--- src/ist_pkg.sv ---
// Constants shared by the start-condition trigger block.
// Assumes a 250 MHz core clock; the bus pins are open drain and pulled up outside.
package ist_pkg;
   // Core clock period in picoseconds.
   localparam int unsigned CLK_PERIOD_PS = 4000;
   // Start hold time in nanoseconds, standard mode figure.
   localparam int unsigned START_HOLD_NS = 4000;
   // Least hold count, rounded up to whole cycles.
   localparam int unsigned START_HOLD_CYC = (START_HOLD_NS * 1000 + CLK_PERIOD_PS - 1) / CLK_PERIOD_PS;
   // Bus free time before a start in nanoseconds.
   localparam int unsigned BUS_FREE_NS = 4700;
   // Least bus free count in cycles.
   localparam int unsigned BUS_FREE_CYC = (BUS_FREE_NS * 1000 + CLK_PERIOD_PS - 1) / CLK_PERIOD_PS;
   // Width of the timing counter.
   localparam int unsigned CNT_W = 13;
   // Reset value of the trigger bit.
   localparam logic RST_TRIGGER = 1'h0;
   // Controller states, Gray coded along the start path.
   typedef enum logic [1:0] {
      IST_IDLE = 2'h0,
      IST_FREE = 2'h1,
      IST_HOLD = 2'h3,
      IST_MAST = 2'h2
   } ist_state_t;
endpackage

--- src/ist_start_trigger.sv ---
// Start-condition trigger logic of an on-chip two-wire bus controller.
// Assumes open-drain pins resolved outside and software that keeps its timing windows.
// Limitation: only the start half lives here; stop generation is elsewhere.
//
// Notes on behaviour
// - No start while trigger is zero.
// - Free bus: become master, data falls, clock high.
// - Hold start for hold time before clock low.
// - Busy bus: keep trigger as pending request.
// - Pending request starts once bus is released.
// - Cleared by write, lost arbitration, start, reset.
// - Interface disabled makes trigger invalid.
`timescale 1ns/10ps
`default_nettype none
module ist_start_trigger #(
   // Start hold time in core cycles.
   parameter int unsigned HOLD_CYC = ist_pkg::START_HOLD_CYC,
   // Bus free time in core cycles.
   parameter int unsigned FREE_CYC = ist_pkg::BUS_FREE_CYC
) (
   // Clock and reset.
   input  wire logic core_clk_in,
   input  wire logic rstn_in,
   // Control bits written by software.
   input  wire logic start_trigger_wr_in,
   input  wire logic start_trigger_val_in,
   input  wire logic bus_interface_enable_in,
   // Events from the rest of the controller.
   input  wire logic arb_lost_in,
   input  wire logic master_release_in,
   // Serial data line pin, open drain.
   input  wire logic serial_data_line_in,
   output logic      serial_data_line_out,
   output logic      serial_data_line_oe_out,
   // Serial clock line pin, open drain.
   input  wire logic serial_clock_line_in,
   output logic      serial_clock_line_out,
   output logic      serial_clock_line_oe_out,
   // Status.
   output logic      start_trigger_out,
   output logic      bus_busy_out,
   output logic      master_out,
   output logic      start_done_out
);
   // Synchronised pin levels and the previous data line level.
   logic                   sda_s;
   logic                   scl_s;
   logic                   sda_d_r;
   // Bus conditions seen on the lines.
   logic                   start_seen;
   logic                   stop_seen;
   // Controller state and its next value.
   ist_pkg::ist_state_t    state_r;
   ist_pkg::ist_state_t    state_nxt;
   // Timing counter for free time and hold time.
   logic [ist_pkg::CNT_W-1:0] cnt_r;
   // Pulse when start generation completes.
   logic                   start_fin;
   // Trigger valid only with the interface enabled.
   logic                   trig_ok;

   // Pins are from outside the domain, so each passes two flip-flops.
   // Both stages reset high, the idle level of a pulled-up line,
   // so no false edge is seen after reset.
   ist_sync u_sda (
      .core_clk_in (core_clk_in),
      .rstn_in     (rstn_in),
      .async_in    (serial_data_line_in),
      .sync_out    (sda_s)
   );
   ist_sync u_scl (
      .core_clk_in (core_clk_in),
      .rstn_in     (rstn_in),
      .async_in    (serial_clock_line_in),
      .sync_out    (scl_s)
   );

   // Delay the synchronised data line to find its edges.
   always_ff @(posedge core_clk_in) begin
      if (!rstn_in) begin
         sda_d_r <= 1'h1;
      end else begin
         sda_d_r <= sda_s;
      end
   end

   // A start is a data fall with clock high; a stop is a data rise with clock high.
   // Only the second synchroniser stage is read here, never the first.
   assign start_seen = scl_s && sda_d_r && !sda_s;
   assign stop_seen  = scl_s && !sda_d_r && sda_s;
   assign trig_ok    = start_trigger_out && bus_interface_enable_in;

   // Bus busy flag follows start and stop conditions on the lines.
   // With the interface off the bus state is forgotten and relearned from the next start.
   always_ff @(posedge core_clk_in) begin
      if (!rstn_in || !bus_interface_enable_in) begin
         bus_busy_out <= 1'h0;
      end else if (start_seen) begin
         bus_busy_out <= 1'h1;
      end else if (stop_seen) begin
         bus_busy_out <= 1'h0;
      end
   end

   // Trigger bit; clears lose only when software writes a one in the same cycle.
   // A software write is the only way to set it; loss and completion only clear it.
   always_ff @(posedge core_clk_in) begin
      if (!rstn_in) begin
         start_trigger_out <= ist_pkg::RST_TRIGGER;
      end else if (start_trigger_wr_in) begin
         start_trigger_out <= start_trigger_val_in;
      end else if (arb_lost_in || start_fin) begin
         start_trigger_out <= 1'h0;
      end
   end

   // Next state of the start sequence.
   always_comb begin
      state_nxt = state_r;
      case (state_r)
         ist_pkg::IST_IDLE: begin
            // A pending request waits here while the bus is busy.
            // With the interface off trig_ok is low, so nothing leaves this state.
            if (trig_ok && !bus_busy_out) begin
               state_nxt = ist_pkg::IST_FREE;
            end
         end
         ist_pkg::IST_FREE: begin
            // Lines must stay high for the free time before the start.
            // A lost arbitration drops the attempt before any line is driven.
            if (!trig_ok || arb_lost_in || bus_busy_out || !sda_s || !scl_s) begin
               state_nxt = ist_pkg::IST_IDLE;
            end else if (cnt_r >= ist_pkg::CNT_W'(FREE_CYC - 1)) begin
               state_nxt = ist_pkg::IST_HOLD;
            end
         end
         ist_pkg::IST_HOLD: begin
            // The enable going low abandons the start before the clock line falls.
            if (arb_lost_in || !bus_interface_enable_in) begin
               state_nxt = ist_pkg::IST_IDLE;
            end else if (cnt_r >= ist_pkg::CNT_W'(HOLD_CYC - 1)) begin
               state_nxt = ist_pkg::IST_MAST;
            end
         end
         ist_pkg::IST_MAST: begin
            // The rest of the controller ends the master role.
            if (master_release_in || arb_lost_in || !bus_interface_enable_in) begin
               state_nxt = ist_pkg::IST_IDLE;
            end
         end
         default: state_nxt = ist_pkg::IST_IDLE;
      endcase
   end

   // State register; disabling the interface abandons any sequence.
   // Trade-off: an abandoned start releases the data line at once, which other
   // masters see as a stop, so software should not disable in mid-transfer.
   always_ff @(posedge core_clk_in) begin
      if (!rstn_in || !bus_interface_enable_in) begin
         state_r <= ist_pkg::IST_IDLE;
      end else begin
         state_r <= state_nxt;
      end
   end

   // Counter restarts on every state change.
   // It saturates, so a long wait in one state never wraps into a false match.
   always_ff @(posedge core_clk_in) begin
      if (!rstn_in || state_nxt != state_r) begin
         cnt_r <= '0;
      end else if (cnt_r != '1) begin
         cnt_r <= cnt_r + 1'h1;
      end
   end

   // Completion is the step from hold to master.
   // The same edge clears the trigger unless software writes it then.
   assign start_fin = (state_r == ist_pkg::IST_HOLD) && (state_nxt == ist_pkg::IST_MAST);

   // Pin drive: data low from the start on, clock low once the hold has run.
   // Decoding the next state keeps the pins in step with the state register.
   always_ff @(posedge core_clk_in) begin
      if (!rstn_in) begin
         serial_data_line_oe_out  <= 1'h0;
         serial_clock_line_oe_out <= 1'h0;
      end else begin
         serial_data_line_oe_out  <= (state_nxt == ist_pkg::IST_HOLD) ||
                                     (state_nxt == ist_pkg::IST_MAST);
         serial_clock_line_oe_out <= (state_nxt == ist_pkg::IST_MAST);
      end
   end

   // Open drain: only ever drive low.
   // The levels stay low; the enables alone decide what the lines see.
   always_ff @(posedge core_clk_in) begin
      if (!rstn_in) begin
         serial_data_line_out  <= 1'h0;
         serial_clock_line_out <= 1'h0;
      end else begin
         serial_data_line_out  <= 1'h0;
         serial_clock_line_out <= 1'h0;
      end
   end

   // Master flag and completion pulse.
   // The pulse lasts one cycle and coincides with the clock enable rising.
   always_ff @(posedge core_clk_in) begin
      if (!rstn_in) begin
         master_out     <= 1'h0;
         start_done_out <= 1'h0;
      end else begin
         master_out     <= (state_nxt == ist_pkg::IST_HOLD) ||
                           (state_nxt == ist_pkg::IST_MAST);
         start_done_out <= start_fin;
      end
   end
endmodule
`default_nettype wire

--- src/ist_sync.sv ---
// Two flip-flop synchroniser for one level from outside the clock domain.
// Assumes the input is a slowly changing pin level.
`timescale 1ns/10ps
`default_nettype none
module ist_sync (
   // Clock and reset.
   input  wire logic core_clk_in,
   input  wire logic rstn_in,
   // Asynchronous level and its synchronised copy.
   input  wire logic async_in,
   output logic      sync_out
);
   // First stage, read only by the second stage.
   logic meta_r;

   // Both stages reset to the idle high level of a pulled-up line.
   always_ff @(posedge core_clk_in) begin
      if (!rstn_in) begin
         meta_r   <= 1'h1;
         sync_out <= 1'h1;
      end else begin
         meta_r   <= async_in;
         sync_out <= meta_r;
      end
   end
endmodule
`default_nettype wire
--- config.mk ---
export PLATFORM = sky130hd
export DESIGN_NAME = ist_start_trigger
export DESIGN_NICKNAME = d
export VERILOG_FILES = /design/src/ist_pkg.sv /design/src/ist_start_trigger.sv /design/src/ist_sync.sv
export SDC_FILE = /design/constraint.sdc
export NUM_CORES = 1
export LEC_CHECK = 0
export ABC_AREA = 1
export BUFFER_PORTS_ARGS = -buffer_cell sky130_fd_sc_hd__buf_4
export CAP_MARGIN = 40
export CORE_AREA = 4 4 58 60
export CTS_BUF_LIST = sky130_fd_sc_hd__clkbuf_8 sky130_fd_sc_hd__clkbuf_16
export DETAILED_ROUTE_END_ITERATION = 6
export DIE_AREA = 0 0 62 64
export PLACE_DENSITY_LB_ADDON = 0.15
export SYNTH_ARGS = -nofsm -noshare
export SYNTH_HDL_FRONTEND = slang
export SYNTH_SLANG_ARGS = --single-unit
--- constraint.sdc ---
create_clock -name core_clk_in -period 4.6 [get_ports core_clk_in]
set_input_delay 0.23 -clock core_clk_in [delete_from_list [all_inputs] [get_ports core_clk_in]]
set_output_delay 0.23 -clock core_clk_in [all_outputs]
set_load 0.02 [all_outputs]
[Word-level counts from Yosys, hierarchy flattened]
Index checks and enable logic that the tools add are counted.
Cells by class
  add/sub/neg operators: 1
  magnitude comparators: 2
  eq/ne operators: 7
  multiplexer cells: 11
  reductions and logical operators: 28
Operators by type and width (count)
  $add A13 B1 Y13 const B: 1
  $ge A13 B10 Y1 const B: 1
  $ge A13 B11 Y1 const B: 1
  $ne A13 B13 Y1 const B: 1
  $mux W2: 6
  $logic_or A1 B1 Y1: 11
  $eq A2 B2 Y1 const B: 4
  $pmux W2 S4: 1
  $logic_and A1 B1 Y1: 7
  $logic_not A1 Y1: 7
  $mux W1: 4
  $reduce_bool A2 Y1: 2
  $eq A2 B1 Y1 const B: 1
  $logic_not A2 Y1: 1
  $ne A2 B2 Y1: 1
Storage, ports and cells
  flip-flop bits (word level): 25
  output and inout bits: 8
  logic and storage cells: 61

[Depth between registers and ports, before layout]
Gate-level depths: netlist of run 1.
  word-level depth: 13
  mapped depth: 15

[Cells and area by module]
A second synthesis of run 1 with hierarchy kept.
Second synthesis, totals
  cell total of the unflattened synthesis: 202
  area total of the unflattened synthesis: 1385.1 sq um
By module, submodules not included
  ist_start_trigger: times used 1, cells each 190, area an instance 1275.0 sq um, seq. area each 420.4 sq um
  ist_sync: times used 2, cells each 6, area an instance 55.1 sq um, seq. area each 40.0 sq um

[Worst setup path before layout of run 1]
Ideal clock, no wire load.
  kind: reg2reg
  from: reg cnt_r[1] (netlist bit)
  to: reg cnt_r[6] (netlist bit)
  arrival: 1468 ps
  required time: 4483 ps
  path slack: 3015 ps
  stages on the path, launching flop included: 11
  path buffers: 0
  period minus slack after synthesis: 1585 ps
  cell sequence: dfxtp_1 > ha_1 > nand2_1 > nor2_4 > nand3_2 > nor2_2 > nand3_2 > inv_1 > nor2_1 > xnor2_1 > nor2_2
On the way
  word-level cells in the longest chain between the ends: 6
  elaborated cells on any way between the ends: 11
  classes of those cells: add/sub: 1; order compare: 2; eq/ne: 2; mux: 5; reduce/logical: 1
RTL lines
  from (decl): line ist_start_trigger.sv:56  | logic [ist_pkg::CNT_W-1:0] cnt_r;
  from (signal assigned): line ist_start_trigger.sv:172  | cnt_r <= cnt_r + 1'h1;
  $ge A13 B10 Y1 / $ge A13 B11 Y1 (equally long branches): line ist_start_trigger.sv:141, ist_start_trigger.sv:133
  $mux W2, on equally long branches: line ist_start_trigger.sv:141, ist_start_trigger.sv:133
  $mux W2, on equally long branches: line ist_start_trigger.sv:139, ist_start_trigger.sv:131
  $pmux W2 S4: line ist_start_trigger.sv:120  | case (state_r)
  $ne A2 B2 Y1: line ist_start_trigger.sv:169  | if (!rstn_in || state_nxt != state_r) begin
  $logic_or A1 B1 Y1: line ist_start_trigger.sv:169
Several ways; a longest one is shown, not always the timed one.
A chain may end at the register's enable or synchronous reset.

[Worst setup path in the final report of run 1]
Ends and elaborated chain as after synthesis.

==> flow_metrics.env, run 1 <==
export IMPL_place_area_mm2=0.00147
export IMPL_clkTransAtPathRegs_ps=90
export IMPL_syn_area_mm2=0.00138
export IMPL_rsz0062_at_grt="false"
export IMPL_grt_pass1_vias=1191
export IMPL_p_leak_nw=0.687
export IMPL_route_vias_total=1176
export IMPL_fin_crit_ps=1870
export IMPL_place_inst=235
export IMPL_die_height_um=64
export IMPL_drc=0
export IMPL_slowest_stage="dfxtp_1"
export IMPL_rows=20
export IMPL_avgSynthCellArea_um2=7.16
export IMPL_ctsHoldBuffers=0
export IMPL_final_period_utilization=0.407
export IMPL_r2r_setup_slack_ps=2730
export IMPL_hpwl_um=2200
export IMPL_core_area_mm2=0.00293
export IMPL_synth_enable_flop_cells=0
export IMPL_post_cts_buffers=0
export IMPL_place_gp_congestion=0.843
export IMPL_synth_area_leaders="dfxtp_1 36%, nand2_1 11%, nor2_1 6.8%, nor2_2 6.3%, inv_1 6.0%"
export IMPL_tritoncts="yes"
export IMPL_top_regs="cnt_r: 13 flops, state_r: 2 flops"
export IMPL_cap_violations=0
export IMPL_yosys_top_cells_count="41 x nand2_1, 25 x dfxtp_1, 25 x nor2_1, 22 x inv_1, 14 x nor2_2"
export IMPL_worstSetupPathType="reg2reg"
export IMPL_numPortBuffers=14
export IMPL_tns_ps=0
export IMPL_syn2layout_area_growth_pct=9.41
export IMPL_clockBufferDepth=2
export IMPL_drt_first_iter_violations=56
export IMPL_p_per_area_mw_per_mm2=253
export IMPL_setup_viol=0
export IMPL_finish_cell_count_without_fillers=239
export IMPL_yosysTopAreaCell="dfxtp_1"
export IMPL_routed_via_density=4.92
export IMPL_final_util=0.517
export IMPL_cts_sinks=25
export IMPL_io_pins=17
export IMPL_yosysTopAreaCellShare=0.362
export IMPL_grt_usage=0.159
export IMPL_cp_arrival_ps=2030
export IMPL_cts_resized=0
export IMPL_routedWlPerCell_um=11.5
export IMPL_drive_gt1_frac=0.243
export IMPL_hp_class="in2reg"
export IMPL_synth_warnings=0
export IMPL_critPathMaxStageDelay_ps=410
export IMPL_setup_worst_path_start_class="flip-flop"
export IMPL_synth_ff_type="dfxtp_1"
export IMPL_design_area_mm2=0.00151
export IMPL_largest_register_ffs=13
export IMPL_cts_htree_levels=1
export IMPL_root_buffer="clkbuf_8"
export IMPL_ir_drop_v=0.000161
export IMPL_regMostFlops="cnt_r"
export IMPL_die_x_um=62
export IMPL_wirelength_um=2750
export IMPL_worstPathRequired_ps=4760
export IMPL_clock_latency_ps=270
export IMPL_final_hold_violation_count=0
export IMPL_synth_top_family_by_area="simple AND/OR/NAND/NOR gates"
export IMPL_yosysMostFrequentCell="nand2_1"
export IMPL_synth_simple_area_share=0.405
export IMPL_drtPass1Iterations=4
export IMPL_synthAdderAreaFrac=0.0181
export IMPL_slew_viol_final=0
export IMPL_n_antenna_cell=0
export IMPL_ys_types=27
export IMPL_crit_path_end_kind="flip-flop"
export IMPL_fin_nets=218
export IMPL_synth_xor_xnor_area_share=0.0443
export IMPL_synth_seq_cells=25
export IMPL_start_util=0.472
export IMPL_die_area_mm2=0.00397
export IMPL_ys_seq_area_frac=0.362
export IMPL_cts_buffers=3
export IMPL_critPathMaxFanout=6
export IMPL_grt_max_degree=14
export IMPL_grt_pass1_wl_um=4820
export IMPL_max_clock_freq_mhz=535
export IMPL_path_buf_inv=1
export IMPL_antenna_found_initial=0
export IMPL_postSynthCellCount=193
export IMPL_synth_compound_area_frac=0.0561
export IMPL_grt_overflow_total=0
export IMPL_skew_ps=3.23
export IMPL_synth_mux_area_frac=0
export IMPL_ys_async_sr_fraction=0
export IMPL_status="finished clean"
export IMPL_antenna_left=0
export IMPL_crit_chain="ha_1 > nand2_1 > nor2_4 > nand3_2 > nor2_2 > nand3_2 > inv_1 > nor2_1 > xnor2_1 > nor2_2"
export IMPL_path_delay_family="simple AND/OR/NAND/NOR gates"
==> metrics by stage <==
stage / setup slack [ps] / hold slack [ps] / power, mW
6_report: 2730 / 141 / 0.382
5_1_grt: 2630 / 137 / 0.400
4_1_cts: 2770 / 135 / 0.390
3_5_place_dp: 2780 / 401 / 0.260
3_3_place_gp: 2890 / 397 / 0.259
2_1_floorplan: 3020 / 299 / 0.252
==> layer usage <==
layer  global-route usage  wire [um]  vias up  part of all wire
met3               0.0384        112        7             0.041
met1                0.186       1190      532              0.43
met2                0.260       1370       23              0.50
met4               0.0796         74        0             0.027
met5                    0          0        -                 0
li1                     -          -      614                 -
==> worst paths after layout <==
check                                              from                   endpoint  cells past startpoint
worst max-delay path              cnt_r[1]$_SDFFE_PP0P_      cnt_r[6]$_SDFFE_PP0P_                     10
worst min-delay path                serial_data_line_in    u_sda.meta_r$_SDFF_PN1_                      2
worst max register to register    cnt_r[1]$_SDFFE_PP0P_      cnt_r[6]$_SDFFE_PP0P_                     10
worst min register to register  u_sda.meta_r$_SDFF_PN1_  u_sda.sync_out$_SDFF_PN1_                      1
==> final cells by class <==
type / instances / area [um^2]
Tap cell: 33 / 41.3
Sequential cell: 25 / 500
Inverter: 24 / 90.1
Clock buffer: 3 / 41.3
Timing Repair Buffer: 14 / 105
Clock inverter: 1 / 3.75
Multi-Input combinational cell: 139 / 731
Fill cell: 313 / 1420
==> worst reg2reg max path, cell delays in order (launching register included) <==
cell and delay (ps):
dfxtp_1 410, ha_1 220, nand2_1 110, nor2_4 140
nand3_2 100, nor2_2 190, nand3_2 170, inv_1 110
nor2_1 70, xnor2_1 180, nor2_2 60
==> logic make-up (layout without fill, tap and decap cells) <==
| group | count (synthesis) | after routing |
|---|---|---|
| flops | 25 | 25 |
| buf+inv | 30 | 42 |
| simple gates | 113 | 113 |
| fa+ha+maj | 2 | 2 |
| other cells | 1 | 2 |
| compound gates | 15 | 15 |
| xor+xnor | 7 | 7 |
==> cells in the final DEF, fill, tap and decap left out, types with 6 or more instances in the layout <==
| master | count |
|---|---|
| a21oi_1 | 10 |
| nand2_1 | 41 |
| buf_4 | 14 |
| inv_1 | 23 |
| nand3_1 | 9 |
| nor2_2 | 14 |
| xor2_1 | 6 |
| nand2_2 | 6 |
| nor2_1 | 25 |
| dfxtp_1 | 25 |
==> report_power, final <==
| group | switching [mW] | internal (mW) | leakage (nW) | total [mW] |
|---|---|---|---|---|
| logic | 0.0174 | 0.0123 | 0.457 | 0.0296 |
| clock network | 0.0679 | 0.0597 | 0.0269 | 0.128 |
| registers | 0.00384 | 0.221 | 0.203 | 0.225 |
| total | 0.0891 | 0.293 | 0.687 | 0.382 |
Note: power is estimated with default switching activity, not from simulation.
==> run 2, diff against run 1 <==
Clock period 4.6 ns to 1.8 ns, I/O delays scaled along.
==> run 2 against run 1 <==
  * Sequential share of layout area down 1.1 points
  * Sequential cell count unchanged
  * Register-to-register slack got worse by 2600 ps
  * Global-route usage fell by 0.90 points
  * Largest cell class unchanged
==> flow_metrics.env, run 2 (synthesis results as in run 1) <==
export IMPL_status="finished clean"
export IMPL_wirelength_um=2640
export IMPL_tritoncts="yes"
export IMPL_ir_drop_v=0.000393
export IMPL_globalRouteMet3Util=0.0263
export IMPL_worstSetupPathType="reg2reg"
export IMPL_final_hold_violation_count=0
export IMPL_final_common_cell="nand2_1"
export IMPL_hold_depth=2
export IMPL_grt_pass1_wl_um=4590
export IMPL_p_leak_nw=0.708
export IMPL_r2r_cells=10
export IMPL_hp_class="in2reg"
export IMPL_die_x_um=62
export IMPL_setup_viol=0
export IMPL_cap_violations=0
export IMPL_largest_register_ffs=13
export IMPL_fin_crit_ps=1680
export IMPL_antenna_found_initial=0
export IMPL_antenna_left=0
export IMPL_clockBufferDepth=2
export IMPL_slew_viol_final=0
export IMPL_regMostFlops="cnt_r"
export IMPL_cp_arrival_ps=1850
export IMPL_clock_latency_ps=260
export IMPL_grt_max_degree=14
export IMPL_max_clock_freq_mhz=594
export IMPL_grt_pass1_vias=1147
export IMPL_crit_top_cell="nor2_4"
export IMPL_critPathMaxFanout=6
export IMPL_drt_first_iter_violations=22
export IMPL_start_util=0.472
export IMPL_hp_start="rstn_in"
export IMPL_setup_worst_path_start_class="flip-flop"
export IMPL_drtPass1Iterations=4
export IMPL_fin_total_pwr_mw=0.980
export IMPL_design_area_mm2=0.00157
export IMPL_routedWlPerCell_um=10.9
export IMPL_root_buffer="clkbuf_8"
export IMPL_syn2layout_area_growth_pct=13.6
export IMPL_place_area_mm2=0.00148
export IMPL_grt_busiest_layer="met2"
export IMPL_place_inst=237
export IMPL_crit_chain="ha_1 > nand2_1 > nor2_4 > nand3_2 > nor2_4 > nand3_4 > inv_1 > nor2_1 > xnor2_1 > nor2_2"
export IMPL_core_area_mm2=0.00293
export IMPL_met2_usage=0.258
export IMPL_rows=20
export IMPL_routed_via_density=4.77
export IMPL_r2r_setup_slack_ps=120
export IMPL_die_height_um=64
export IMPL_cts_buffers=3
export IMPL_critPathMaxStageDelay_ps=370
export IMPL_grt_usage=0.150
export IMPL_reg2reg_to="cnt_r[6]$_SDFFE_PP0P_"
export IMPL_holdWs_ps=26.9
export IMPL_nFillCells=293
export IMPL_r2r_start="cnt_r[1]$_SDFFE_PP0P_"
export IMPL_drc=0
export IMPL_p_per_area_mw_per_mm2=624
export IMPL_numPortBuffers=14
export IMPL_path_delay_family="simple AND/OR/NAND/NOR gates"
export IMPL_worstPathRequired_ps=1960
export IMPL_drive_gt1_frac=0.252
export IMPL_final_cell_mix="41 x nand2_1, 25 x nor2_1, 24 x dfxtp_1, 23 x inv_1, 16 x buf_4"
export IMPL_route_vias_total=1158
export IMPL_path_buf_inv=1
export IMPL_hpwl_um=2120
export IMPL_rsz0062_at_grt="true"
export IMPL_fin_nets=222
export IMPL_finish_cell_count_without_fillers=243
export IMPL_die_area_mm2=0.00397
export IMPL_cts_sinks=25
export IMPL_tns_ps=0
export IMPL_slowest_stage="dfxtp_2"
export IMPL_crit_path_end_kind="flip-flop"
export IMPL_place_gp_congestion=0.865
export IMPL_grt_overflow_total=0
export IMPL_top_regs="cnt_r: 13 flops, state_r: 2 flops"
export IMPL_cts_htree_levels=1
export IMPL_skew_ps=4.33
export IMPL_n_antenna_cell=0
export IMPL_final_period_utilization=0.935
export IMPL_clkTransAtPathRegs_ps=90
export IMPL_io_pins=17
export IMPL_grtUsageMet1=0.179
export IMPL_holdPathEnd="sda_d_r$_SDFF_PN1_"
[run 2: per-layer routing]
metal  up-vias  share of wire  wire [um]
met3         2          0.031         83
met4         0         0.0072         19
met5         -              0          0
met1       520           0.45       1180
met2        16           0.51       1360
li1        620              -          -
[run 2: final cells by class]
type                       count  area (um^2)  share of cell area
clock buffer                   3         41.3              0.0263
timing repair buffer          18          140              0.0892
multi-input combinational    139          752               0.479
inverter                      24         90.1              0.0574
sequential                    25          502               0.320
tap                           33         41.3              0.0263
clock inverter                 1         3.75             0.00239
[run 2: what timing repair did]
item	in CTS	in global routing
resized for setup	0	4
hold endpoints to repair	2	0
endpoints found under the setup margin	0	13
hold buffers	2	0
setup buffers	0	0
[run 2: worst max path at each step]
stage | startpoint | end | cells past startpoint | slack [ps]
2_1_floorplan | cnt_r[1]$_SDFFE_PP0P_ | cnt_r[6]$_SDFFE_PP0P_ | 10 | 220
3_3_place_gp | cnt_r[1]$_SDFFE_PP0P_ | cnt_r[6]$_SDFFE_PP0P_ | 10 | 40
3_5_place_dp | cnt_r[1]$_SDFFE_PP0P_ | cnt_r[6]$_SDFFE_PP0P_ | 10 | 40
4_1_cts | cnt_r[1]$_SDFFE_PP0P_ | cnt_r[6]$_SDFFE_PP0P_ | 10 | 20
5_1_grt | cnt_r[1]$_SDFFE_PP0P_ | cnt_r[6]$_SDFFE_PP0P_ | 10 | -20
6_report | cnt_r[1]$_SDFFE_PP0P_ | cnt_r[6]$_SDFFE_PP0P_ | 10 | 120
[run 2: through the flow]
stage                     setup slack (ps)   util
after floorplan                        215      -
after global placement                42.7  0.506
after detailed placement              42.8  0.506
after CTS                             18.4  0.529
after global routing                 -17.8  0.536
final                                  116  0.536
[run 2: report_power, final]
part | internal [mW] | switching [mW]
registers | 0.566 | 0.00964
logic | 0.0354 | 0.0458
clock network | 0.152 | 0.171
total | 0.754 | 0.226
==> run 3, diff against run 2 <==
Settings changed: SYNTH_HIERARCHICAL set to 1.
==> run 3 against run 2 <==
  * Sequential power barely moved
  * Combinational power rose by 28%
  * Count of clock-buffer cells in the layout did not move
  * Largest power group unchanged
  * Final area rose by 6.7%
  * Final cell count rose by 6.6%
==> flow_metrics.env, run 3 <==
export IMPL_grt_pass1_wl_um=4880
export IMPL_worstPathRequired_ps=2010
export IMPL_synth_enable_flop_cells=0
export IMPL_wirelength_um=2830
export IMPL_crit_top_cell="nand3_2"
export IMPL_clockBufferDepth=2
export IMPL_synthAdderAreaFrac=0.0181
export IMPL_top_regs="cnt_r: 13 flops, state_r: 2 flops"
export IMPL_grt_usage=0.162
export IMPL_antenna_left=0
export IMPL_n_antenna_cell=0
export IMPL_place_area_mm2=0.00154
export IMPL_grt_overflow_total=0
export IMPL_final_common_cell="nand2_1"
export IMPL_largest_register_ffs=13
export IMPL_fin_crit_ps=1680
export IMPL_cts_sinks=25
export IMPL_worstSetupPathType="reg2reg"
export IMPL_drt_first_iter_violations=57
export IMPL_path_buf_inv=2
export IMPL_cap_violations=0
export IMPL_drc=0
export IMPL_avgSynthCellArea_um2=6.86
export IMPL_fin_nets=238
export IMPL_regMostFlops="cnt_r"
export IMPL_yosysTopAreaCell="dfxtp_1"
export IMPL_skew_ps=3.88
export IMPL_numPortBuffers=14
export IMPL_syn2layout_area_growth_pct=21.0
export IMPL_synth_compound_area_frac=0.0497
export IMPL_synth_ff_type="dfxtp_1"
export IMPL_hp_class="in2reg"
export IMPL_max_clock_freq_mhz=594
export IMPL_pre_cts_slack_ps=117
export IMPL_drtPass1Iterations=4
export IMPL_cts_htree_levels=1
export IMPL_final_period_utilization=0.935
export IMPL_io_pins=17
export IMPL_cts_buffers=3
export IMPL_tns_ps=0
export IMPL_root_buffer="clkbuf_8"
export IMPL_setup_viol=0
export IMPL_yosysTopAreaCellShare=0.361
export IMPL_final_util=0.572
export IMPL_start_util=0.473
export IMPL_hpwl_um=2120
export IMPL_postSynthCellCount=202
export IMPL_routedWlPerCell_um=10.9
export IMPL_synth_xor_xnor_area_share=0.0569
export IMPL_synth_simple_area_share=0.397
export IMPL_ys_types=25
export IMPL_core_area_mm2=0.00293
export IMPL_routed_via_density=4.72
export IMPL_critPathMaxFanout=7
export IMPL_final_hold_violation_count=0
export IMPL_cp_arrival_ps=1890
export IMPL_clkTransAtPathRegs_ps=80
export IMPL_yosysMostFrequentCell="nand2_1"
export IMPL_synth_top_family_by_area="simple AND/OR/NAND/NOR gates"
export IMPL_status="finished clean"
export IMPL_grt_pass1_vias=1180
export IMPL_rows=20
export IMPL_synth_area_leaders="dfxtp_1 36%, nand2_1 12%, nor2_1 10%, inv_1 7.0%, nor2_2 5.4%"
export IMPL_synth_mux_area_frac=0
export IMPL_ir_drop_v=0.000429
export IMPL_place_gp_congestion=0.871
export IMPL_p_leak_nw=0.788
export IMPL_slew_viol_final=0
export IMPL_setup_worst_path_start_class="flip-flop"
export IMPL_synth_seq_cells=25
export IMPL_synth_warnings=6
export IMPL_crit_chain="buf_4 > ha_2 > nand2_1 > nor2_1 > nand3_1 > nand3_2 > nand3_2 > nand3_2 > nor2_2 > nand2_2 > buf_12 > nor2_1"
export IMPL_syn_area_mm2=0.00139
export IMPL_grt_max_degree=14
export IMPL_ys_seq_area_frac=0.361
export IMPL_drive_gt1_frac=0.261
export IMPL_antenna_found_initial=0
export IMPL_ys_async_sr_fraction=0
export IMPL_route_vias_total=1223
export IMPL_slowest_stage="dfxtp_4"
export IMPL_critPathMaxStageDelay_ps=350
export IMPL_tritoncts="yes"
export IMPL_design_area_mm2=0.00168
export IMPL_final_cell_mix="45 x nand2_1, 35 x nor2_1, 26 x inv_1, 23 x dfxtp_1, 20 x buf_4"
export IMPL_p_per_area_mw_per_mm2=602
export IMPL_die_area_mm2=0.00397
export IMPL_worst_slack_ps=118
export IMPL_die_height_um=64
export IMPL_path_delay_family="simple AND/OR/NAND/NOR gates"
export IMPL_fin_total_pwr_mw=1.01
export IMPL_yosys_top_cells_count="45 x nand2_1, 37 x nor2_1, 26 x inv_1, 25 x dfxtp_1, 13 x nand3_1"
export IMPL_die_x_um=62
export IMPL_crit_path_end_kind="flip-flop"
export IMPL_clock_latency_ps=270
[run 3: final cells by class]
type	count	area, um^2
fill	273	1250
multi-input combinational	143	756
sequential	25	505
timing repair buffer	24	215
inverter	30	113
clock buffer	3	41.3
tap	33	41.3
clock inverter	1	3.75
[run 3: where the power goes]
part / total (mW) / leakage [nW] / internal [mW] / switching, mW
Combinational: 0.104 / 0.557 / 0.0521 / 0.0516
Sequential: 0.576 / 0.204 / 0.566 / 0.0101
Clock: 0.329 / 0.0269 / 0.153 / 0.177
[run 3: repair_timing]
item | in CTS | in global routing
hold buffers | 2 | 0
endpoints found under the setup margin | 0 | 14
endpoints found under the hold margin | 2 | 0
buffers inserted | 0 | 2
resized for setup | 0 | 11
[run 3: kinds of logic after synthesis]
| family | after synthesis |
|---|---|
| flip-flops | 25 |
| XOR/XNOR | 9 |
| adder cells (fa/ha/maj) | 2 |
| buffers and inverters | 35 |
| other | 1 |
| AND/OR/NAND/NOR | 118 |
| AO/OA/AOI/OAI | 12 |
[run 3: metal layers]
layer,vias to the layer above,share of wire,global-route usage
li1,655,-,-
met1,536,0.45,0.201
met2,28,0.49,0.266
met3,4,0.050,0.0303
met4,0,0.015,0.0637
met5,-,0,0
[run 3: path summary, 6_finish.rpt]
check                     startpoint                         to  slack [ps]  cells past startpoint
max reg2reg    cnt_r[0]$_SDFFE_PP0P_      cnt_r[2]$_SDFFE_PP0P_         120                     12
max            cnt_r[0]$_SDFFE_PP0P_      cnt_r[2]$_SDFFE_PP0P_         120                     12
min reg2reg  u_sda/meta_r$_SDFF_PN1_  u_sda/sync_out$_SDFF_PN1_         410                      2
min                          rstn_in    u_scl/meta_r$_SDFF_PN1_          30                      2
[run 3: metrics by stage]
stage	instances	hold WS, ps
after floorplan	203	159
after global routing	259	25.7
after CTS	256	23.2
after global placement	250	258
after detailed placement	250	263
final	259	25.9
